**config.mk**
```make
export PLATFORM = sky130hd
export DESIGN_NAME = fcs_host
export DESIGN_NICKNAME = d
export VERILOG_FILES = /design/src/verilog/fcs_bus_cycle.v /design/src/verilog/fcs_host.v
export VERILOG_INCLUDE_DIRS = /design/src /design/src/verilog
export SDC_FILE = /design/constraint.sdc
export NUM_CORES = 1
export LEC_CHECK = 0
export ABC_AREA = 1
export BUFFER_PORTS_ARGS = -buffer_cell sky130_fd_sc_hd__buf_2
export CELL_PAD_IN_SITES_DETAIL_PLACEMENT = 1
export CELL_PAD_IN_SITES_GLOBAL_PLACEMENT = 2
export CORE_ASPECT_RATIO = 0.5
export CORE_MARGIN = 2
export CORE_UTILIZATION = 38
export CTS_CLUSTER_SIZE = 14
export DETAILED_ROUTE_END_ITERATION = 16
export PLACE_DENSITY = 0.86
export SYNTH_ARGS = -nofsm -noshare
export SYNTH_HDL_FRONTEND = slang
export SYNTH_HIERARCHICAL = 1
export SYNTH_SLANG_ARGS = --single-unit
```
**constraint.sdc**
```tcl
create_clock -name clk -period 4.1 [get_ports clk]
set_clock_uncertainty 0.1 [all_clocks]
set_input_delay 0 -clock clk [delete_from_list [all_inputs] [get_ports clk]]
set_output_delay 0 -clock clk [all_outputs]
set_load 0.01 [all_outputs]
```
**src/verilog/fcs_regs.vh**
```
// Command codes, unlock addresses and bus timing for the flash command host
`ifndef FCS_REGS_VH
`define FCS_REGS_VH
`define FCS_CMD_UNLOCK1 8'hAA
`define FCS_CMD_UNLOCK2 8'h55
`define FCS_CMD_AUTOSEL 8'h90
`define FCS_CMD_PROGRAM 8'hA0
`define FCS_CMD_BYPASS 8'h20
`define FCS_CMD_ERASE_SETUP 8'h80
`define FCS_CMD_CHIP_ERASE 8'h10
`define FCS_CMD_SECTOR_ERASE 8'h30
`define FCS_CMD_SUSPEND 8'hB0
`define FCS_CMD_RESUME 8'h30
`define FCS_CMD_QUERY 8'h98
`define FCS_CMD_RESET 8'hF0
`define FCS_CMD_BYPASS_EXIT2 8'h00
`define FCS_ADDR_W_FIRST 20'h00555
`define FCS_ADDR_W_SECOND 20'h002AA
`define FCS_ADDR_B_FIRST 20'h00AAA
`define FCS_ADDR_B_SECOND 20'h00555
`define FCS_ADDR_W_QUERY 20'h00055
`define FCS_ADDR_B_QUERY 20'h000AA
`define FCS_ADDR_W_DEVICE 20'h00001
`define FCS_ADDR_B_DEVICE 20'h00002
`define FCS_ADDR_W_PROTECT 20'h00002
`define FCS_ADDR_B_PROTECT 20'h00004
`define FCS_SECTOR_MSB 19
`define FCS_SECTOR_LSB 12
`define FCS_STROBE_NS 80
`define FCS_CLK_NS 40
`define FCS_STROBE_CYC ((`FCS_STROBE_NS + `FCS_CLK_NS - 1) / `FCS_CLK_NS)
`endif
```
**src/verilog/fcs_bus_cycle.v**
```verilog
// One write or read cycle on the flash pins
`timescale 1ns/1ps
module fcs_bus_cycle (
    // Clock and reset
    input wire clk,
    input wire resetn,
    input wire clk_en,
    // Request
    input wire start,
    input wire is_read,
    input wire [19:0] addr,
    input wire [15:0] wdata,
    output reg done,
    output reg [15:0] rdata,
    // Flash pins
    output reg [19:0] flash_addr,
    output reg [15:0] flash_dq_out,
    output reg flash_dq_oe_n,
    input wire [15:0] flash_dq_in,
    output reg flash_ce_n,
    output reg flash_we_n,
    output reg flash_oe_n
);
`include "fcs_regs.vh"
    localparam [1:0] ST_IDLE = 2'b00;
    localparam [1:0] ST_SETUP = 2'b01;
    localparam [1:0] ST_PULSE = 2'b10;
    localparam [1:0] ST_HOLD = 2'b11;
    localparam integer PULSE_INT = `FCS_STROBE_CYC;
    localparam [3:0] PULSE_CYC = PULSE_INT[3:0];
    reg [1:0] state;
    reg [3:0] count;
    reg rd;
    reg [15:0] dq_meta;
    reg [15:0] dq_sync;
    always @(posedge clk or negedge resetn) begin
        if (!resetn) begin
            state <= ST_IDLE;
            count <= 4'h0;
            rd <= 1'b0;
            done <= 1'b0;
            rdata <= 16'h0000;
            flash_addr <= 20'h00000;
            flash_dq_out <= 16'h0000;
            flash_dq_oe_n <= 1'b1;
            flash_ce_n <= 1'b1;
            flash_we_n <= 1'b1;
            flash_oe_n <= 1'b1;
            dq_meta <= 16'h0000;
            dq_sync <= 16'h0000;
        end else if (clk_en) begin
            dq_meta <= flash_dq_in;
            dq_sync <= dq_meta;
            done <= 1'b0;
            case (state)
                ST_IDLE: begin
                    if (start) begin
                        // Address settles before the strobes fall
                        flash_addr <= addr;
                        rd <= is_read;
                        flash_dq_out <= wdata;
                        flash_dq_oe_n <= is_read;
                        flash_ce_n <= 1'b0;
                        state <= ST_SETUP;
                    end
                end
                ST_SETUP: begin
                    flash_we_n <= rd;
                    flash_oe_n <= ~rd;
                    count <= PULSE_CYC;
                    state <= ST_PULSE;
                end
                ST_PULSE: begin
                    if (count == 4'h1) begin
                        flash_we_n <= 1'b1;
                        count <= 4'h3;
                        state <= ST_HOLD;
                    end else begin
                        count <= count - 4'h1;
                    end
                end
                ST_HOLD: begin
                    // Three extra cycles cover the input synchroniser
                    if (count == 4'h1) begin
                        rdata <= dq_sync;
                        flash_oe_n <= 1'b1;
                        flash_ce_n <= 1'b1;
                        flash_dq_oe_n <= 1'b1;
                        done <= 1'b1;
                        state <= ST_IDLE;
                    end else begin
                        count <= count - 4'h1;
                    end
                end
                default: state <= ST_IDLE;
            endcase
        end
    end
endmodule

```
**src/verilog/fcs_host.v**
```verilog
// Host controller that issues flash command sequences over the parallel pins
`timescale 1ns/1ps
module fcs_host (
    // Clock and reset
    input wire clk,
    input wire resetn,
    input wire clk_en,
    // User command port
    input wire cmd_valid,
    input wire [3:0] cmd_op,
    input wire byte_mode,
    input wire [19:0] cmd_addr,
    input wire [15:0] cmd_data,
    output reg cmd_ready,
    output reg rsp_valid,
    output reg [15:0] rsp_data,
    output reg busy,
    output reg suspended,
    // Flash pins
    output wire [19:0] flash_addr,
    output wire [15:0] flash_dq_out,
    output wire flash_dq_oe_n,
    input wire [15:0] flash_dq_in,
    output wire flash_ce_n,
    output wire flash_we_n,
    output wire flash_oe_n,
    input wire ready_busy_n
);
`include "fcs_regs.vh"
    // -------------------------------------------------------------
    // Operation codes
    // -------------------------------------------------------------
    localparam [3:0] OP_READ = 4'h0;
    localparam [3:0] OP_RESET = 4'h1;
    localparam [3:0] OP_DEVICE_ID = 4'h2;
    localparam [3:0] OP_PROTECT = 4'h3;
    localparam [3:0] OP_QUERY = 4'h4;
    localparam [3:0] OP_PROGRAM = 4'h5;
    localparam [3:0] OP_BYPASS_ENTER = 4'h6;
    localparam [3:0] OP_BYPASS_PROGRAM = 4'h7;
    localparam [3:0] OP_BYPASS_EXIT = 4'h8;
    localparam [3:0] OP_CHIP_ERASE = 4'h9;
    localparam [3:0] OP_SECTOR_ERASE = 4'hA;
    localparam [3:0] OP_SECTOR_ADD = 4'hB;
    localparam [3:0] OP_SUSPEND = 4'hC;
    localparam [3:0] OP_RESUME = 4'hD;
    localparam [1:0] ST_IDLE = 2'b00;
    localparam [1:0] ST_ISSUE = 2'b01;
    localparam [1:0] ST_WAIT = 2'b10;
    // -------------------------------------------------------------
    // Sequence state
    // -------------------------------------------------------------
    reg [1:0] state;
    reg [3:0] op;
    reg bm;
    reg [19:0] uaddr;
    reg [15:0] udata;
    reg [2:0] step;
    reg erasing;
    reg cyc_start;
    reg cyc_read;
    reg [19:0] cyc_addr;
    reg [15:0] cyc_wdata;
    reg rb_meta;
    reg rb_sync;
    wire cyc_done;
    wire [15:0] cyc_rdata;
    reg [2:0] last_step;
    reg [19:0] a1;
    reg [19:0] a2;
    reg [19:0] s_addr;
    reg s_read;
    reg [7:0] s_data;
    fcs_bus_cycle u_cycle (
        .clk(clk),
        .resetn(resetn),
        .clk_en(clk_en),
        .start(cyc_start),
        .is_read(cyc_read),
        .addr(cyc_addr),
        .wdata(cyc_wdata),
        .done(cyc_done),
        .rdata(cyc_rdata),
        .flash_addr(flash_addr),
        .flash_dq_out(flash_dq_out),
        .flash_dq_oe_n(flash_dq_oe_n),
        .flash_dq_in(flash_dq_in),
        .flash_ce_n(flash_ce_n),
        .flash_we_n(flash_we_n),
        .flash_oe_n(flash_oe_n)
    );
    // -------------------------------------------------------------
    // Cycle table: address, data and kind of each step
    // -------------------------------------------------------------
    always @* begin
        a1 = bm ? `FCS_ADDR_B_FIRST : `FCS_ADDR_W_FIRST;
        a2 = bm ? `FCS_ADDR_B_SECOND : `FCS_ADDR_W_SECOND;
        s_addr = a1;
        s_read = 1'b0;
        s_data = `FCS_CMD_UNLOCK1;
        last_step = 3'd0;
        // Unlock pattern shared by the long sequences
        if (step == 3'd1 || step == 3'd4) begin
            s_addr = a2;
            s_data = `FCS_CMD_UNLOCK2;
        end
        case (op)
            OP_READ: begin
                s_read = 1'b1;
                s_addr = uaddr;
            end
            OP_RESET: begin
                s_data = `FCS_CMD_RESET;
            end
            OP_DEVICE_ID, OP_PROTECT: begin
                last_step = 3'd3;
                if (step == 3'd2) begin
                    s_data = `FCS_CMD_AUTOSEL;
                end else if (step == 3'd3) begin
                    s_read = 1'b1;
                    if (op == OP_DEVICE_ID) begin
                        s_addr = bm ? `FCS_ADDR_B_DEVICE : `FCS_ADDR_W_DEVICE;
                    end else begin
                        a2 = bm ? `FCS_ADDR_B_PROTECT : `FCS_ADDR_W_PROTECT;
                        s_addr = {uaddr[`FCS_SECTOR_MSB:`FCS_SECTOR_LSB], a2[11:0]};
                    end
                end
            end
            OP_QUERY: begin
                s_addr = bm ? `FCS_ADDR_B_QUERY : `FCS_ADDR_W_QUERY;
                s_data = `FCS_CMD_QUERY;
            end
            OP_PROGRAM, OP_BYPASS_ENTER: begin
                last_step = (op == OP_PROGRAM) ? 3'd3 : 3'd2;
                if (step == 3'd2) begin
                    s_data = (op == OP_PROGRAM) ? `FCS_CMD_PROGRAM : `FCS_CMD_BYPASS;
                end else if (step == 3'd3) begin
                    s_addr = uaddr;
                end
            end
            OP_BYPASS_PROGRAM, OP_BYPASS_EXIT: begin
                last_step = 3'd1;
                s_addr = (op == OP_BYPASS_PROGRAM && step == 3'd1) ? uaddr : 20'h00000;
                if (op == OP_BYPASS_PROGRAM) begin
                    s_data = (step == 3'd0) ? `FCS_CMD_PROGRAM : 8'h00;
                end else begin
                    s_data = (step == 3'd0) ? `FCS_CMD_AUTOSEL : `FCS_CMD_BYPASS_EXIT2;
                end
            end
            OP_CHIP_ERASE, OP_SECTOR_ERASE: begin
                last_step = 3'd5;
                if (step == 3'd2) begin
                    s_data = `FCS_CMD_ERASE_SETUP;
                end else if (step == 3'd5) begin
                    if (op == OP_CHIP_ERASE) begin
                        s_data = `FCS_CMD_CHIP_ERASE;
                    end else begin
                        s_addr = uaddr;
                        s_data = `FCS_CMD_SECTOR_ERASE;
                    end
                end
            end
            OP_SECTOR_ADD: begin
                s_addr = uaddr;
                s_data = `FCS_CMD_SECTOR_ERASE;
            end
            OP_SUSPEND: begin
                s_data = `FCS_CMD_SUSPEND;
            end
            OP_RESUME: begin
                s_data = `FCS_CMD_RESUME;
            end
            default: begin
                s_data = `FCS_CMD_RESET;
            end
        endcase
    end
    // -------------------------------------------------------------
    // Sequencer
    // -------------------------------------------------------------
    always @(posedge clk or negedge resetn) begin
        if (!resetn) begin
            state <= ST_IDLE;
            op <= OP_READ;
            bm <= 1'b0;
            uaddr <= 20'h00000;
            udata <= 16'h0000;
            step <= 3'd0;
            erasing <= 1'b0;
            cyc_start <= 1'b0;
            cyc_read <= 1'b0;
            cyc_addr <= 20'h00000;
            cyc_wdata <= 16'h0000;
            cmd_ready <= 1'b0;
            rsp_valid <= 1'b0;
            rsp_data <= 16'h0000;
            busy <= 1'b0;
            suspended <= 1'b0;
            rb_meta <= 1'b1;
            rb_sync <= 1'b1;
        end else if (clk_en) begin
            rb_meta <= ready_busy_n;
            rb_sync <= rb_meta;
            busy <= ~rb_sync;
            cyc_start <= 1'b0;
            rsp_valid <= 1'b0;
            case (state)
                ST_IDLE: begin
                    cmd_ready <= 1'b1;
                    if (cmd_valid && cmd_ready) begin
                        cmd_ready <= 1'b0;
                        op <= cmd_op;
                        bm <= byte_mode;
                        uaddr <= cmd_addr;
                        udata <= cmd_data;
                        step <= 3'd0;
                        state <= ST_ISSUE;
                    end
                end
                ST_ISSUE: begin
                    cyc_start <= 1'b1;
                    cyc_read <= s_read;
                    cyc_addr <= s_addr;
                    // Program data uses both bytes; command writes only the low byte
                    if ((op == OP_PROGRAM && step == 3'd3) ||
                        (op == OP_BYPASS_PROGRAM && step == 3'd1)) begin
                        cyc_wdata <= udata;
                    end else begin
                        cyc_wdata <= {8'h00, s_data};
                    end
                    state <= ST_WAIT;
                end
                ST_WAIT: begin
                    if (cyc_done) begin
                        if (step == last_step) begin
                            rsp_valid <= 1'b1;
                            rsp_data <= cyc_rdata;
                            if (op == OP_SECTOR_ERASE) begin
                                erasing <= 1'b1;
                            end else if (op == OP_SUSPEND && erasing) begin
                                suspended <= 1'b1;
                            end else if (op == OP_RESUME && suspended) begin
                                suspended <= 1'b0;
                            end
                            if (op == OP_CHIP_ERASE || op == OP_RESET) begin
                                erasing <= 1'b0;
                            end
                            state <= ST_IDLE;
                        end else begin
                            step <= step + 3'd1;
                            state <= ST_ISSUE;
                        end
                    end
                end
                default: state <= ST_IDLE;
            endcase
            if (rb_sync && !suspended && state == ST_IDLE) begin
                erasing <= 1'b0;
            end
        end
    end
endmodule

```
==> results.yml <==
job:
  maxCapViolCount: 0
cts:
  ctsRootBufferMaster: "clkbuf_16"
  cts_buffers: 20
  clock_path_buffers: 3
  cts_sinks: 203
  h-tree-depth: 1
  cts_tree: "done"
  clk_pin_slew_ns: 0.07
  post_cts_buffers: 0
  clk_latency_ns: 0.50
power_and_ir_drop:
  power_frac_seq: 0.410
  internal-power_mw: 4.59
  power_frac_clock: 0.245
  power.density_nw_per_um2: 645
  p_comb_frac: 0.345
  leakage_nw: 5.98
  netSwitchingFraction: 0.373
  p_switching_mw: 2.73
  irDropWorstVdd_v: 0.000214
sta:
  fmax_mhz: 371
  final_max_slew_viol_count: 0
  rsz0062_at_grt: "no"
  hold_viol: 0
  finalCritPeriodShare: 0.658
  setup_tns_ns: 0
  setup_viol: 0
  slew_headroom: 0.191
  worst_pin_slew_ns: 1.21
  min_period_ns: 2.70
logic_synthesis:
  synthesis.area_um2: 9090
  synth.distinct_cells: 39
  syn_inst: 1023
  synth_nets: 1100
  yosysSeqAreaShare: 0.560
  syn_avg_cell_area_um2: 8.88
  synth_top_cell_area_share: 0.542
  synth_warnings: 6
  synth_top_area_cell: "dfrtp_1"
  synth_area_leaders: "dfrtp_1 54%, nand2_1 16%, o21ai_0 5.0%"
  synth_seq_cells: 203
placed_design:
  gp_congestion: 0.856
  dp.final_hpwl_mm: 16.6
  portBuffers: 121
  dp.cells: 1426
worst_setup_path:
  crit_top_cell: "inv_1"
  worstReg2RegStart: "step[1]"
  crit_start: "step[1]"
  crit_chain: "inv_1, ha_1, inv_1, o21ai_0, inv_1, ha_1, inv_1, nand3_1, o21ai_0, nor2_1, nand3_1, nand2_1, nand2_1"
  critical-path-top-delay-family: "adder cells"
  cp.arrival_ns: 2.99
  crit_slowest_cell: "ha_1"
  critical-path-max-stage-delay_ns: 0.45
  worst-path-buf-inv: 4
  startpoint_type: "flop"
  worstSetupPathType: "reg -> reg"
  crit_path_end_kind: "flop"
  worstPathMaxFanout: 8
  critPathRequiredTime_ns: 4.39
detailed_routing:
  wirelength_mm: 24.5
  route.vias.total: 7449
  wire_per_inst_um: 16.0
  route.detailed.drc: 0
  first_iter_violations: 453
  drtPass1Iterations: 4
  ant_nets: 0
  viasPerCell: 4.86
floorplanning:
  die_h_um: 113
  ios: 122
  die_width_um: 223
  initial_core_util: 0.393
  die_area_um2: 25200
  fp.coreArea_um2: 23100
  rows: 39
layout:
  mostFrequentLayoutCells: "389 x nand2_1, 197 x dfrtp_1, 120 x buf_2"
  fin_nets: 1290
  drive_above_1_share: 0.193
  final_cells: 1532
  antennaDiodeCount: 0
  syn_to_final_growth_pct: 24.9
  final_common_cell: "nand2_1"
  num-fill-cells: 2753
global_routing:
  first_global_vias: 8231
  grt_pass1_wl_mm: 41.4
  antenna_found_initial: 0
  gr-total-overflow: 0
  grt.total_usage: 0.203
  grt_max_degree: 104
run_status:
  status: "completed"
hold_path:
  hp-class: "in -> async"
==> power groups by stage <==
stage          registers (mW)  logic [mW]  clock network (mW)
2_1_floorplan            2.99        1.68                   0
3_3_place_gp             3.01        2.39                   0
3_5_place_dp             3.03        2.49                   0
4_1_cts                  3.00        2.56                1.85
5_1_grt                  3.08        2.88                1.92
6_report                 3.00        2.53                1.79
==> metal layers <==
layer  vias to the layer above  track usage  share of wire
met1                      3705        0.265           0.47
met5                         -            0              0
li1                       3623            -              -
met3                        20       0.0371          0.034
met2                       101        0.360           0.49
met4                         0       0.0304          0.010
==> path summary, 6_finish.rpt <==
kind	endpoint	slack (ns)	depth (start not counted)
max in group asynchronous	cyc_addr[0]	2.77	3
worst min register to register	u_cycle/flash_ce_n	0.36	2
worst max register to register	cyc_addr[7]	1.40	13
min in group clk	uaddr[6]	0.13	4
worst max-delay path	cyc_addr[7]	1.40	13
worst min-delay path	cyc_wdata[4]	0.03	2
==> sequential cells by signal, summed over array words and instances (netlist names), 2 cells and up <==
name / cells
u_cycle/dq_sync: 16
state: 2
u_cycle/flash_dq_out: 16
u_cycle/state: 2
cyc_addr: 20
udata: 16
op: 4
step: 3
uaddr: 20
u_cycle/flash_addr: 20
cyc_wdata: 16
u_cycle/count: 4
u_cycle/dq_meta: 16
u_cycle/rdata: 16
rsp_data: 16
==> synthesized netlist by cell type (all sizes together) <==
cell type and n:
nand3 40, a21oi 28, inv 83, buf 13
a31oi 3, dfrtp 197, o21a 1, nand3b 1
o2111ai 1, nand2 401, nor3 6, o21ai 94
nor2 58, nor3b 2, ha 15, xor2 1
mux2 36, nand4 7, or2 2, o211ai 3
dfstp 6, clkbuf 21, o31ai 2, o22ai 2
==> cell families after synthesis <==
group / synth area share
mux: 0.0520
compound gates: 0.0793
fa+ha+maj: 0.0207
flops: 0.560
simple gates: 0.234
buf+inv: 0.0527
xor+xnor: 0.000964
==> final cells by class <==
type / instances / area, um^2 / area share
sequential: 203 / 5090 / 0.448
multi-input combinational: 703 / 3530 / 0.311
timing repair buffer: 202 / 1400 / 0.124
clock buffer: 31 / 613 / 0.0540
tap: 307 / 384 / 0.0338
inverter: 83 / 312 / 0.0275
clock inverter: 3 / 17.5 / 0.00154
==> through the flow <==
step | total power, mW | util | setup slack (ns) | hold WS (ns) | area, um^2
6_report | 7.32 | 0.491 | 1.40 | 0.0337 | 11300
5_1_grt | 7.88 | 0.491 | 1.15 | 0.137 | 11300
4_1_cts | 7.41 | 0.491 | 1.39 | 0.101 | 11300
3_5_place_dp | 5.52 | 0.432 | 1.42 | 0.0702 | 10000
3_3_place_gp | 5.39 | 0.432 | 1.59 | 0.0558 | 10000
2_1_floorplan | 4.67 | - | 1.79 | -0.396 | 9090
==> what timing repair did <==
action	in CTS	in global routing
hold endpoints to repair	171	0
resized for setup	0	0
hold buffers	72	0
Note: power is estimated with default switching activity, not from simulation.
